[src/rgc_defines.svh]
// register offsets, field positions, reset values and decode constants
`ifndef RGC_DEFINES_SVH
`define RGC_DEFINES_SVH
`define RGC_ADDR_TUNE 7'h67
`define RGC_ADDR_REF 7'h68
`define RGC_ADDR_GAIN1 7'h69
`define RGC_ADDR_GAIN2 7'h6A
`define RGC_ADDR_RATE 7'h6F
`define RGC_ADDR_CODE 7'h70
`define RGC_RST_TUNE 8'h1D
`define RGC_RST_REF 8'h00
`define RGC_RST_GAIN1 8'h20
`define RGC_RST_GAIN2 8'h00
`define RGC_RST_RATE 8'h3D
`define RGC_RST_CODE 8'h00
`define RGC_TUNE_OVR 4
`define RGC_REF_MASK 8'h1F
`define RGC_GAIN1_MASK 8'h3F
`define RGC_CODE_MASK 8'h1F
`define RGC_AGC_EN 5
`define RGC_LNA_BIT 4
`define RGC_BYPASS_BIT 7
`define RGC_SLOW_BIT 6
`define RGC_COMP_HI 5
`define RGC_COMP_LO 2
`define RGC_PGA_MAX 4'h5
`define RGC_PHPWDN_BIT 4
`define RGC_PPOL_BIT 3
`define RGC_MINV_BIT 2
`define RGC_MAN_BIT 1
`define RGC_WHITE_BIT 0
`define RGC_LNA_MIN_DB 5'h05
`define RGC_LNA_MAX_DB 5'h19
`define RGC_PGA_STEP_DB 5'h03
`define RGC_REF_MV_05 11'h1F4
`define RGC_REF_MV_06 11'h258
`define RGC_REF_MV_07 11'h2BC
`define RGC_REF_MV_12 11'h4B0
`define RGC_SPI_CMD_BITS 4'h8
`define RGC_SPI_FRAME_BITS 4'h8
`endif

[src/rgc_pkg.sv]
// types for the receiver gain and coding register bank
package rgc_pkg;
    typedef enum logic [1:0] {SpiCmd, SpiData, SpiDone} rgc_spi_state_t;
endpackage : rgc_pkg

[src/rgc_reg_cell.sv]
// one 8-bit register with reset value and writable-bit mask
`timescale 1ns/10ps
`default_nettype none
module rgc_reg_cell #(
    parameter logic [7:0] RESET_VAL = 8'h00,
    parameter logic [7:0] WR_MASK = 8'hFF
) (
    // clock and reset
    input wire logic clock,
    input wire logic rstSync_n,
    // write port
    input wire logic wrEn,
    input wire logic [7:0] wrData,
    // stored value
    output logic [7:0] value
);
    logic [7:0] value_q;
    always_ff @(posedge clock or negedge rstSync_n)
    begin
        if (!rstSync_n)
            value_q <= RESET_VAL;
        else if (wrEn)
            value_q <= (value_q & ~WR_MASK) | (wrData & WR_MASK);
    end
    assign value = value_q;
endmodule : rgc_reg_cell
`default_nettype wire

[src/rgc_regs.sv]
// serial-port register bank for adc tuning, gain override and line coding
`timescale 1ns/10ps
`default_nettype none
`include "rgc_defines.svh"
module rgc_regs
    import rgc_pkg::*;
(
    // clock and reset
    input wire logic clock,
    input wire logic rst_n,
    // serial register port, mode 0, msb first, command bit 7 = write
    input wire logic spiSel_n,
    input wire logic spiSck,
    input wire logic spiMosi,
    output logic spiMiso,
    output logic spiMisoOe,
    // internal calibration and loop status
    input wire logic [3:0] intCalValue,
    input wire logic [4:0] agcLoopGain,
    input wire logic preambleDetect,
    input wire logic lowPowerMode,
    // adc controls
    output logic adcReset,
    output logic adcRefDacEn,
    output logic adcEn,
    output logic [3:0] adcCalValue,
    output logic adcVcmEn,
    output logic adcOpenLoop,
    output logic [10:0] adcRefMv,
    // gain controls
    output logic agcEnable,
    output logic [4:0] lnaGainDb,
    output logic [4:0] pgaGainDb,
    output logic agcPreambleGate,
    output logic agcSlowRise,
    output logic [3:0] lnaComp,
    output logic [1:0] pgaThresh,
    // data rate and coding
    output logic [7:0] dataRateLow,
    output logic phPowerDown,
    output logic manchEn,
    output logic manchInvert,
    output logic preambleOnes,
    output logic whiteEn
);
    logic rstMeta_q;
    logic rstSync_n;
    logic sckMeta_q, sckSync_q, sckPrev_q;
    logic selMeta_q, selSync_q;
    logic mosiMeta_q, mosiSync_q;
    rgc_spi_state_t spiState_q;
    logic [3:0] bitCnt_q;
    logic [7:0] shift_q;
    logic [6:0] addr_q;
    logic isWrite_q;
    logic [7:0] rdShift_q;
    logic wrStrobe_q;
    logic [7:0] wrData_q;
    logic [5:0] wrSel;
    logic [7:0] regVal [6];
    logic [7:0] rdData;
    logic sckRise, sckFall;
    logic rdLoad_q;

    // reset released through two flops
    always_ff @(posedge clock or negedge rst_n)
    begin
        if (!rst_n)
        begin
            rstMeta_q <= 1'b0;
            rstSync_n <= 1'b0;
        end
        else
        begin
            rstMeta_q <= 1'b1;
            rstSync_n <= rstMeta_q;
        end
    end

    // serial pins are slow next to clock; sampled and edge-detected
    always_ff @(posedge clock or negedge rstSync_n)
    begin
        if (!rstSync_n)
        begin
            sckMeta_q <= 1'b0;
            sckSync_q <= 1'b0;
            sckPrev_q <= 1'b0;
            selMeta_q <= 1'b1;
            selSync_q <= 1'b1;
            mosiMeta_q <= 1'b0;
            mosiSync_q <= 1'b0;
        end
        else
        begin
            sckMeta_q <= spiSck;
            sckSync_q <= sckMeta_q;
            sckPrev_q <= sckSync_q;
            selMeta_q <= spiSel_n;
            selSync_q <= selMeta_q;
            mosiMeta_q <= spiMosi;
            mosiSync_q <= mosiMeta_q;
        end
    end
    assign sckRise = sckSync_q & ~sckPrev_q;
    assign sckFall = ~sckSync_q & sckPrev_q;

    // frame: command byte then one data byte
    always_ff @(posedge clock or negedge rstSync_n)
    begin
        if (!rstSync_n)
        begin
            spiState_q <= SpiCmd;
            bitCnt_q <= 4'h0;
            shift_q <= 8'h00;
            addr_q <= 7'h00;
            isWrite_q <= 1'b0;
            wrStrobe_q <= 1'b0;
            wrData_q <= 8'h00;
        end
        else
        begin
            wrStrobe_q <= 1'b0;
            if (selSync_q)
            begin
                spiState_q <= SpiCmd;
                bitCnt_q <= 4'h0;
            end
            else if (sckRise)
            begin
                shift_q <= {shift_q[6:0], mosiSync_q};
                bitCnt_q <= bitCnt_q + 4'h1;
                unique case (spiState_q)
                    SpiCmd:
                    begin
                        if (bitCnt_q == `RGC_SPI_CMD_BITS - 4'h1)
                        begin
                            isWrite_q <= shift_q[6];
                            addr_q <= {shift_q[5:0], mosiSync_q};
                            bitCnt_q <= 4'h0;
                            spiState_q <= SpiData;
                        end
                    end
                    SpiData:
                    begin
                        if (bitCnt_q == `RGC_SPI_FRAME_BITS - 4'h1)
                        begin
                            wrStrobe_q <= isWrite_q;
                            wrData_q <= {shift_q[6:0], mosiSync_q};
                            spiState_q <= SpiDone;
                        end
                    end
                    SpiDone:
                        bitCnt_q <= bitCnt_q;
                    default:
                        spiState_q <= SpiCmd;
                endcase
            end
        end
    end

    // read data is captured one clock after the command byte ends, once
    // the address register holds the new address, not the previous one
    always_ff @(posedge clock or negedge rstSync_n)
    begin
        if (!rstSync_n)
            rdLoad_q <= 1'b0;
        else
            rdLoad_q <= (spiState_q == SpiCmd);
    end

    // read data shifts out on falling edges during the data byte
    always_ff @(posedge clock or negedge rstSync_n)
    begin
        if (!rstSync_n)
        begin
            rdShift_q <= 8'h00;
            spiMiso <= 1'b0;
            spiMisoOe <= 1'b0;
        end
        else
        begin
            spiMisoOe <= ~selSync_q & (spiState_q == SpiData) & ~isWrite_q;
            if (rdLoad_q)
                rdShift_q <= rdData;
            else if (sckFall && spiState_q == SpiData)
            begin
                spiMiso <= rdShift_q[7];
                rdShift_q <= {rdShift_q[6:0], 1'b0};
            end
        end
    end

    // write decode; reserved and read-only bits masked in each cell
    assign wrSel[0] = wrStrobe_q & (addr_q == `RGC_ADDR_TUNE);
    assign wrSel[1] = wrStrobe_q & (addr_q == `RGC_ADDR_REF);
    assign wrSel[2] = wrStrobe_q & (addr_q == `RGC_ADDR_GAIN1);
    assign wrSel[3] = wrStrobe_q & (addr_q == `RGC_ADDR_GAIN2);
    assign wrSel[4] = wrStrobe_q & (addr_q == `RGC_ADDR_RATE);
    assign wrSel[5] = wrStrobe_q & (addr_q == `RGC_ADDR_CODE);

    rgc_reg_cell #(.RESET_VAL(`RGC_RST_TUNE), .WR_MASK(8'hFF)) uTune (
        .clock(clock), .rstSync_n(rstSync_n), .wrEn(wrSel[0]),
        .wrData(wrData_q), .value(regVal[0]));
    rgc_reg_cell #(.RESET_VAL(`RGC_RST_REF), .WR_MASK(`RGC_REF_MASK)) uRef (
        .clock(clock), .rstSync_n(rstSync_n), .wrEn(wrSel[1]),
        .wrData(wrData_q), .value(regVal[1]));
    rgc_reg_cell #(.RESET_VAL(`RGC_RST_GAIN1), .WR_MASK(`RGC_GAIN1_MASK))
        uGain1 (
        .clock(clock), .rstSync_n(rstSync_n), .wrEn(wrSel[2]),
        .wrData(wrData_q), .value(regVal[2]));
    rgc_reg_cell #(.RESET_VAL(`RGC_RST_GAIN2), .WR_MASK(8'hFF)) uGain2 (
        .clock(clock), .rstSync_n(rstSync_n), .wrEn(wrSel[3]),
        .wrData(wrData_q), .value(regVal[3]));
    rgc_reg_cell #(.RESET_VAL(`RGC_RST_RATE), .WR_MASK(8'hFF)) uRate (
        .clock(clock), .rstSync_n(rstSync_n), .wrEn(wrSel[4]),
        .wrData(wrData_q), .value(regVal[4]));
    rgc_reg_cell #(.RESET_VAL(`RGC_RST_CODE), .WR_MASK(`RGC_CODE_MASK)) uCode (
        .clock(clock), .rstSync_n(rstSync_n), .wrEn(wrSel[5]),
        .wrData(wrData_q), .value(regVal[5]));

    // read mux; gain field shows the loop result while agc runs
    always_comb
    begin
        rdData = 8'h00;
        unique case (addr_q)
            `RGC_ADDR_TUNE: rdData = regVal[0];
            `RGC_ADDR_REF: rdData = regVal[1] & `RGC_REF_MASK;
            `RGC_ADDR_GAIN1:
                rdData = regVal[2][`RGC_AGC_EN] ?
                    {3'h1, agcLoopGain} : regVal[2];
            `RGC_ADDR_GAIN2: rdData = regVal[3];
            `RGC_ADDR_RATE: rdData = regVal[4];
            `RGC_ADDR_CODE: rdData = regVal[5] & `RGC_CODE_MASK;
            default: rdData = 8'h00;
        endcase
    end

    // adc controls
    always_ff @(posedge clock or negedge rstSync_n)
    begin
        if (!rstSync_n)
        begin
            adcReset <= 1'b0;
            adcRefDacEn <= 1'b0;
            adcEn <= 1'b0;
            adcCalValue <= 4'h0;
            adcVcmEn <= 1'b0;
            adcOpenLoop <= 1'b0;
            adcRefMv <= `RGC_REF_MV_05;
        end
        else
        begin
            adcReset <= regVal[0][7];
            adcRefDacEn <= regVal[0][6];
            adcEn <= regVal[0][5];
            adcCalValue <= regVal[0][`RGC_TUNE_OVR] ?
                regVal[0][3:0] : intCalValue;
            adcVcmEn <= regVal[1][4];
            adcOpenLoop <= regVal[1][3];
            // codes 010 to 110 are undefined; held at 0.7 V
            unique case (regVal[1][2:0])
                3'h0: adcRefMv <= `RGC_REF_MV_05;
                3'h1: adcRefMv <= `RGC_REF_MV_06;
                3'h7: adcRefMv <= `RGC_REF_MV_12;
                default: adcRefMv <= `RGC_REF_MV_07;
            endcase
        end
    end

    // gain controls; manual values drive whether agc is on or off
    always_ff @(posedge clock or negedge rstSync_n)
    begin
        if (!rstSync_n)
        begin
            agcEnable <= 1'b1;
            lnaGainDb <= `RGC_LNA_MIN_DB;
            pgaGainDb <= 5'h00;
            agcPreambleGate <= 1'b0;
            agcSlowRise <= 1'b0;
            lnaComp <= 4'h0;
            pgaThresh <= 2'h0;
        end
        else
        begin
            agcEnable <= regVal[2][`RGC_AGC_EN];
            lnaGainDb <= regVal[2][`RGC_LNA_BIT] ?
                `RGC_LNA_MAX_DB : `RGC_LNA_MIN_DB;
            if (regVal[2][3:0] > `RGC_PGA_MAX)
                pgaGainDb <= 5'(`RGC_PGA_MAX * `RGC_PGA_STEP_DB);
            else
                pgaGainDb <= 5'(regVal[2][3:0] * `RGC_PGA_STEP_DB);
            agcPreambleGate <= preambleDetect |
                regVal[3][`RGC_BYPASS_BIT];
            agcSlowRise <= regVal[3][`RGC_SLOW_BIT];
            lnaComp <= regVal[3][`RGC_COMP_HI:`RGC_COMP_LO];
            pgaThresh <= regVal[3][1:0];
        end
    end

    // data rate and line coding
    always_ff @(posedge clock or negedge rstSync_n)
    begin
        if (!rstSync_n)
        begin
            dataRateLow <= `RGC_RST_RATE;
            phPowerDown <= 1'b0;
            manchEn <= 1'b0;
            manchInvert <= 1'b0;
            preambleOnes <= 1'b0;
            whiteEn <= 1'b0;
        end
        else
        begin
            dataRateLow <= regVal[4];
            phPowerDown <= regVal[5][`RGC_PHPWDN_BIT] & lowPowerMode;
            manchEn <= regVal[5][`RGC_MAN_BIT];
            manchInvert <= regVal[5][`RGC_MINV_BIT] &
                regVal[5][`RGC_MAN_BIT];
            preambleOnes <= regVal[5][`RGC_PPOL_BIT] &
                regVal[5][`RGC_MAN_BIT];
            whiteEn <= regVal[5][`RGC_WHITE_BIT];
        end
    end
endmodule : rgc_regs
`default_nettype wire

[config.mk]
export PLATFORM = sky130hd
export DESIGN_NAME = rgc_regs
export DESIGN_NICKNAME = d
export VERILOG_FILES = /design/src/rgc_pkg.sv /design/src/rgc_reg_cell.sv /design/src/rgc_regs.sv
export VERILOG_INCLUDE_DIRS = /design/src
export SDC_FILE = /design/constraint.sdc
export NUM_CORES = 1
export LEC_CHECK = 0
export BUFFER_PORTS_ARGS = -buffer_cell sky130_fd_sc_hd__buf_2
export CAP_MARGIN = 10
export CORE_MARGIN = 10
export CORE_UTILIZATION = 40
export DETAILED_ROUTE_END_ITERATION = 8
export PLACE_DENSITY_LB_ADDON = 0.3
export SLEW_MARGIN = 20
export SYNTH_ARGS = -nofsm -noshare
export SYNTH_HDL_FRONTEND = slang
export SYNTH_SLANG_ARGS = --single-unit
[constraint.sdc]
create_clock -name clock -period 5.75 [get_ports clock]
set_clock_uncertainty 0.2 [all_clocks]
set_input_delay 0.2875 -clock clock [delete_from_list [all_inputs] [get_ports clock]]
set_output_delay 0.2875 -clock clock [all_outputs]
set_load 0.02 [all_outputs]
==> results.md, run 1 <==
* Setup TNS at 0 ps
* Num ports at 70
* Unrepaired setup endpoints after global routing: no
* Buf+Inv Stages, Crit Path at 0
* Total clock buffers created by CTS at 17
* Detailed-route DRC error count at 0
* Instance count of the mapped netlist at 382
* Iter 0 DRT Violations at 191
* Gr usage total at 13.07%
* Cell at the root of the clock tree: clkbuf_16
* Number of max-slew violations in the final report at 0
* Cell Rows at 42
* Total net switching power at 0.0004406 W
* Data required, critical path at 5850 ps
* Total count of hold-check failures in the final report at 0
* Horizontal die dimension at 136.1 um
* Diode count at 0
* Post-cts sizing count at 0
* Path type of the worst setup path: flop to flop
* Crit Path Max Fanout at 15
* Post-synthesis cell type count at 55
* Internal at 0.001725 W
* Maximum ir drop on the vdd rail at 180.5 uV
* Critical-path top delay cell: dfrtp_1
* Number of global-route vias before repair at 3424
* Dominant delay contributor by cell family on the critical path: simple AND/OR/NAND/NOR gates
* Worst-case clock buffer depth at 2
* First-pass GRT wire length at 18580 um
* Min setup slack post-route at 3366 ps
* Post-DP HPWL at 7901 um
* Leakage power of the design at 3.182 nW
* Power per cell area at 328.0 mW/mm2
* Detail-routed via count per cell at 5.063
* Synthesized area at 0.005393 mm2
* Minimum clock period after layout at 2384 ps
* Total length of routed wires at 11490 um
* Routed via count at 3301
* Highest clock frequency the design can meet at 419.5 MHz
* Starting density of the core at 40.72%
* Core outline area at 0.01324 mm2
* Number of synthesis warnings at 0
* DIE HEIGHT at 136.1 um
* Average routed wire per standard cell at 17.62 um
* Sw Share at 20.35%
* Detailed-router iteration count before antenna repair at 4
* Sequential fraction of the synthesis area at 62.71%
* DIE AREA at 0.01853 mm2
* Clock tree sinks at 134
* Tightest slew margin relative to the limit at 57.08%
* Part of the cycle the worst path needs at 41.45%
* Run status: completed
* Insertion delay of the later-clocked pin in the worst-skew pair at 420 ps
* Asr flop ratio synth at 100.0%
* TritonCTS clock tree: done
* Number of setup violations in the final report at 0
* Post-Synthesis Mean Instance Area at 14.12 um2
* Count of input and output buffers at 64
* Critical-path cell list: nand2b_1 > nor4_4 > nand2_2 > mux2_2
* Share of layout cells above drive strength 1 at 43.49%
* Antenna violation net count after detailed routing at 0
* Number of nets in the layout at 487
* Layout Area Growth over Synthesis at 22.41%
* Count of flip-flops with a built-in enable after synthesis at 0
* Sequential Power Share at 46.1%
* Setup fix buffers added after clock tree synthesis at 0
* Tightest Pin Transition at 643.8 ps
* RD Place Congestion at 0.8700
* Hold Buf Count CTS at 11
* Power share of the clock group at 51.1%
* Delay contributed by the slowest stage of the critical path at 750 ps
* Logic gate share of total power at 2.8%
* Worst min-delay path class: flop to async pin
* Antenna violations before repair at 0
* Maximum number of pins on one net before global-route repair at 82
* Kind of end point of the critical path: flop
* Max-capacitance violation count at 0
* Leftover overflow at the end of global routing at 0
* Yosys reg bits at 134
* Post-synth top flop: dfrtp_1
* Worst setup slack before clock tree synthesis at 3380 ps
* Setup crit start kind: flop
* Clk slew on worst S/H paths at 50 ps
* Number of H-tree branching levels at 4
* Arr. time, crit path at 2480 ps
## cells in the mapped netlist, drive strengths merged, types with 2 or more instances
| cell type | count | share of area (%) |
|---|---|---|
| inv | 7 | 0.49 |
| nor2 | 9 | 0.67 |
| or3 | 2 | 0.23 |
| ha | 7 | 1.6 |
| nor3b | 3 | 0.63 |
| dfrtp | 111 | 52 |
| a22oi | 5 | 0.70 |
| nand3b | 2 | 0.28 |
| and3 | 4 | 0.46 |
| and4bb | 2 | 0.46 |
| nor2b | 11 | 1.3 |
| conb | 2 | 0.14 |
| or2 | 2 | 0.28 |
| a211oi | 5 | 0.70 |
| nor4 | 2 | 0.51 |
| nor3 | 2 | 0.19 |
| nand3 | 8 | 0.84 |
| a22o | 2 | 0.32 |
| nand2 | 17 | 1.3 |
| o22ai | 4 | 0.46 |
| clkbuf | 5 | 0.35 |
| a21o | 2 | 0.28 |
| or4 | 2 | 0.28 |
| dfstp | 23 | 11 |
| o21ai | 5 | 0.46 |
| and2 | 4 | 0.46 |
| a32oi | 3 | 0.49 |
| mux2i | 7 | 1.3 |
| a221oi | 2 | 0.32 |
| nand2b | 5 | 0.58 |
| mux2 | 76 | 16 |
| o31ai | 2 | 0.28 |
| a21oi | 11 | 1.0 |
| buf | 15 | 1.8 |
## power by group through the flow
stage	sequential, W	combinational, W	clock, W
6_report	0.000998	0.0000604	0.00111
5_1_grt	0.00100	0.0000681	0.00117
4_1_cts	0.00101	0.0000526	0.00113
3_5_place_dp	0.00102	0.0000467	0
3_3_place_gp	0.00102	0.0000445	0
2_1_floorplan	0.00102	0.0000300	0
## worst reg2reg max path, cell delays in order, from the launching register on
cell and delay (ps):
dfrtp_1 750, nand2b_1 280, nor4_4 480, nand2_2 240, mux2_2 320
## layout make-up
type                    count  area [um2]
fillers                  1220        6641
flip-flops and latches    134        3386
multi-input cells         225        1886
clock buffers              23       488.0
repair buffers             78       473.0
well taps                 176       220.2
clock inverters             9       122.6
inverters                   7       26.28
## sequential cells by signal, summed over array words and instances, names as in the netlist, 5 cells and up
name and count:
uGain2.value 8, dataRateLow 8, uTune.value 8, uCode.value 5
uGain1.value 6, adcRefMv 6, shift_q 7, pgaGainDb 5
uRate.value 8, wrData_q 8, uRef.value 5, addr_q 7
rdShift_q 8
## final timing paths
| kind | startpoint | end | slack (ps) | cells after the start |
|---|---|---|---|---|
| setup / recovery | addr_q[3] | uGain2.value[1] | 3370 | 4 |
| min in group clock | mosiMeta_q | mosiSync_q | 150 | 0 |
| hold / removal | rstSync_n | mosiMeta_q | 40 | 0 |
| setup reg to reg | addr_q[3] | uGain2.value[1] | 3370 | 4 |
| hold reg to reg | rstSync_n | mosiMeta_q | 40 | 0 |
| max in group asynchronous | rstSync_n | pgaGainDb[3] | 4010 | 2 |
## cells by family after synthesis
kind of cell	Yosys count	share of synthesized area, %
simple gates	79	9.141
xor+xnor	2	0.3249
fa+ha+maj	8	1.995
compound gates	47	5.917
mux	83	17.17
other cells	2	0.1393
flops	134	62.71
buf+inv	27	2.599
## placed cells by master (no fill, tap or decap), types with 3 or more instances in the layout
master / synthesis / routed
inv_1: 7 / 7
nand3_1: 7 / 7
a21oi_1: 11 / 11
and3_1: 4 / 4
nand2_1: 15 / 15
o21ai_0: 5 / 5
a22oi_1: 5 / 5
mux2_2: 76 / 76
nor2b_1: 11 / 11
clkbuf_8: 0 / 4
bufinv_16: 0 / 3
and2_1: 4 / 4
a211oi_1: 5 / 5
conb_1: 2 / 6
a32oi_1: 3 / 3
dlygate4sd3_1: 0 / 11
nor2_1: 8 / 8
clkinv_2: 0 / 5
buf_2: 7 / 64
dfrtp_1: 111 / 110
nand2b_1: 5 / 5
ha_1: 7 / 7
dfstp_2: 23 / 23
mux2i_1: 7 / 7
clkbuf_16: 0 / 17
o22ai_1: 4 / 4
## layer usage
metal / track usage (%) / vias up / part of all wire [%]
met2: 20.73 / 88 / 49
li1: - / 1527 / -
met5: 0 / - / 0
met3: 4.502 / 14 / 6.2
met4: 5.207 / 0 / 1.6
met1: 16.03 / 1672 / 44
## through the flow
step           power [W]  std cells  instance area (um2)  util, %  hold WS [ps]
2_1_floorplan   0.001045        386                 5408        -        -208.1
3_3_place_gp    0.001065        608                 5853    44.20        -127.1
3_5_place_dp    0.001068        608                 5853    44.20        -124.8
4_1_cts         0.002189        651                 6574    49.64         137.0
5_1_grt         0.002240        652                 6601    49.85         79.19
6_report        0.002165        652                 6601    49.85         44.09
No activity file was read; power rests on OpenSTA's default activity.
==> inputs of run 2 (changes only) <==
Clock period 5.75 ns to 2.22 ns, I/O delays scaled along.
==> run 2 against run 1 <==
Effect of this change: the run now ends with hold timing left; global-route usage is 0.32 points lower; final cell count is 1.7% higher; clock power is 130% higher; flip-flop and latch count stayed put; worst hold slack worse by 51 ps; non-clock buffer count is 11 higher; cell area is 0.42% higher; routed wire length is 4.4% lower; largest power group is now registers; fmax is 14% higher; count of clock-buffer cells in the layout is 6 higher.
==> results.md, run 2 (synthesis gave the netlist of run 1 again) <==
* Antenna violations before repair at 0 (unchanged)
* Number of max-slew violations in the final report at 0 (unchanged)
* Part of the cycle the worst path needs at 94.34% (+53 points)
* Post-cts sizing count at 0 (unchanged)
* Share of layout cells above drive strength 1 at 43.74% (+0.25 points)
* Number of nets in the layout at 498 (+2.3%)
* Path type of the worst setup path: flop to flop
* Detailed-route DRC error count at 0 (unchanged)
* Clk slew on worst S/H paths at 50 ps (about the same)
* Data required, critical path at 2320 ps (-3530 ps)
* Setup crit start kind: flop
* Clock tree sinks at 134 (unchanged)
* Maximum number of pins on one net before global-route repair at 62 (-24%)
* Core outline area at 0.01324 mm2 (unchanged)
* Gr usage total at 12.75% (-0.32 points)
* Maximum ir drop on the vdd rail at 446.4 uV (+150%)
* Number of global-route vias before repair at 3492 (+2.0%)
* Worst-case clock buffer depth at 2 (unchanged)
* Total clock buffers created by CTS at 17 (unchanged)
* Minimum clock period after layout at 2094 ps (-289.4 ps)
* DIE HEIGHT at 136.1 um (unchanged)
* Post-DP HPWL at 7758 um (-1.8%)
* Buf+Inv Stages, Crit Path at 0 (unchanged)
* Antenna violation net count after detailed routing at 0 (unchanged)
* Setup TNS at 0 ps (unchanged)
* Count of input and output buffers at 64 (unchanged)
* Highest clock frequency the design can meet at 477.5 MHz (+14%)
* Arr. time, crit path at 2190 ps (-290 ps)
* Starting density of the core at 40.72% (unchanged)
* Max-capacitance violation count at 0 (unchanged)
* Number of setup violations in the final report at 0 (unchanged)
* Horizontal die dimension at 136.1 um (unchanged)
* Total length of routed wires at 10980 um (-4.4%)
* Unrepaired setup endpoints after global routing: no
* Violations in the final reports: hold timing
* Critical-path cell list: nand4b_1 > or2_4 > nor3b_4 > mux2_2
* Run status: finished with violations
* Worst setup slack before clock tree synthesis at 138.3 ps (-3241 ps)
* Dominant delay contributor by cell family on the critical path: simple AND/OR/NAND/NOR gates
* Routed via count at 3275 (-0.79%)
* Most common cell after layout, fill and taps aside: dfrtp_1
* Most frequent cells in the layout: dfrtp_1, mux2_2, buf_2
* Average routed wire per standard cell at 16.57 um (-6.0%)
* Kind of end point of the critical path: flop
* Setup fix buffers added after clock tree synthesis at 0 (unchanged)
* Iter 0 DRT Violations at 154 (-19%)
* Power per cell area at 797.7 mW/mm2 (+140%)
* Final-layout worst hold slack at -7.104 ps (-51.20 ps)
* Cell at the root of the clock tree: clkbuf_16
* Num ports at 70 (unchanged)
* Detailed-router iteration count before antenna repair at 4 (unchanged)
* RD Place Congestion at 0.8718 (+0.21%)
* Diode count at 0 (unchanged)
* Critical-path top delay cell: nor3b_4
* Number of H-tree branching levels at 4 (unchanged)
* Crit Path Max Fanout at 8 (-7)
* TritonCTS clock tree: done
* First-pass GRT wire length at 18480 um (-0.55%)
* Delay contributed by the slowest stage of the critical path at 430 ps (-320 ps)
* Cell Rows at 42 (unchanged)
* Layout Area Growth over Synthesis at 22.92%
* DIE AREA at 0.01853 mm2 (unchanged)
* Worst min-delay path class: flop to async pin
* Min setup slack post-route at 125.7 ps (-3241 ps)
* Leakage power of the design at 3.206 nW (+0.74%)
* Detail-routed via count per cell at 4.940 (-2.4%)
* Total count of hold-check failures in the final report at 12 (+12)
* Leftover overflow at the end of global routing at 0 (unchanged)
* Insertion delay of the later-clocked pin in the worst-skew pair at 410 ps (about the same)
-- run 2: changes by cell type in the layout (fill, tap and decap cells not counted) --
cell | previous run | this run
buf_12 | 0 | 2
buf_16 | 1 | 0
buf_4 | 2 | 11
bufinv_16 | 3 | 0
clkbuf_1 | 2 | 6
clkbuf_8 | 4 | 6
clkinv_2 | 5 | 2
dlygate4sd3_1 | 11 | 12
-- run 2: power breakdown --
part | internal [W] | leakage [nW] | switching (W)
combinational | 0.0000815 | 1.19 | 0.0000806
sequential | 0.00252 | 1.74 | 0.0000630
clock | 0.00160 | 0.268 | 0.000945
-- run 2: area by class of cell --
cell class,instances,area (um2)
Fill cell,1172,6614
Sequential cell,134,3386
Multi-Input combinational cell,225,1886
Timing Repair Buffer,89,563.0
Clock buffer,29,530.5
Tap cell,176,220.2
Inverter,7,26.28
Clock inverter,3,17.52
-- run 2: per-stage QoR --
stage	power, W	hold WS (ps)	area (um2)	utilization [%]	instances
6_report	0.005288	-7.104	6629	50.06	663
5_1_grt	0.005508	15.68	6629	50.06	663
4_1_cts	0.005358	1.133	6629	50.06	663
3_5_place_dp	0.002770	-298.8	5961	45.01	619
3_3_place_gp	0.002767	-302.3	5961	45.01	619
2_1_floorplan	0.002708	-384.6	5411	-	386
-- run 2: timing repair --
action / in CTS / in global routing
endpoints found under the setup margin: 0 / 0
hold endpoints to repair: 12 / 0
hold buffers: 12 / 0
-- run 2: final timing paths --
check                           slack [ps]             end  cells past startpoint           start
max in group asynchronous             1190  dataRateLow[3]                      1       rstSync_n
worst min register to register          -7      mosiMeta_q                      0       rstSync_n
worst max-delay path                   130  uTune.value[1]                      4       addr_q[4]
worst min-delay path                    -7      mosiMeta_q                      0       rstSync_n
worst max register to register         130  uTune.value[1]                      4       addr_q[4]
min in group clock                      30    rdShift_q[3]                      5  agcLoopGain[3]
-- run 2: per-layer routing --
layer	GRT usage, %	share of wire [%]
met1	15.37	43
met2	20.01	48
met3	4.244	5.9
met4	6.450	2.7
met5	0	0
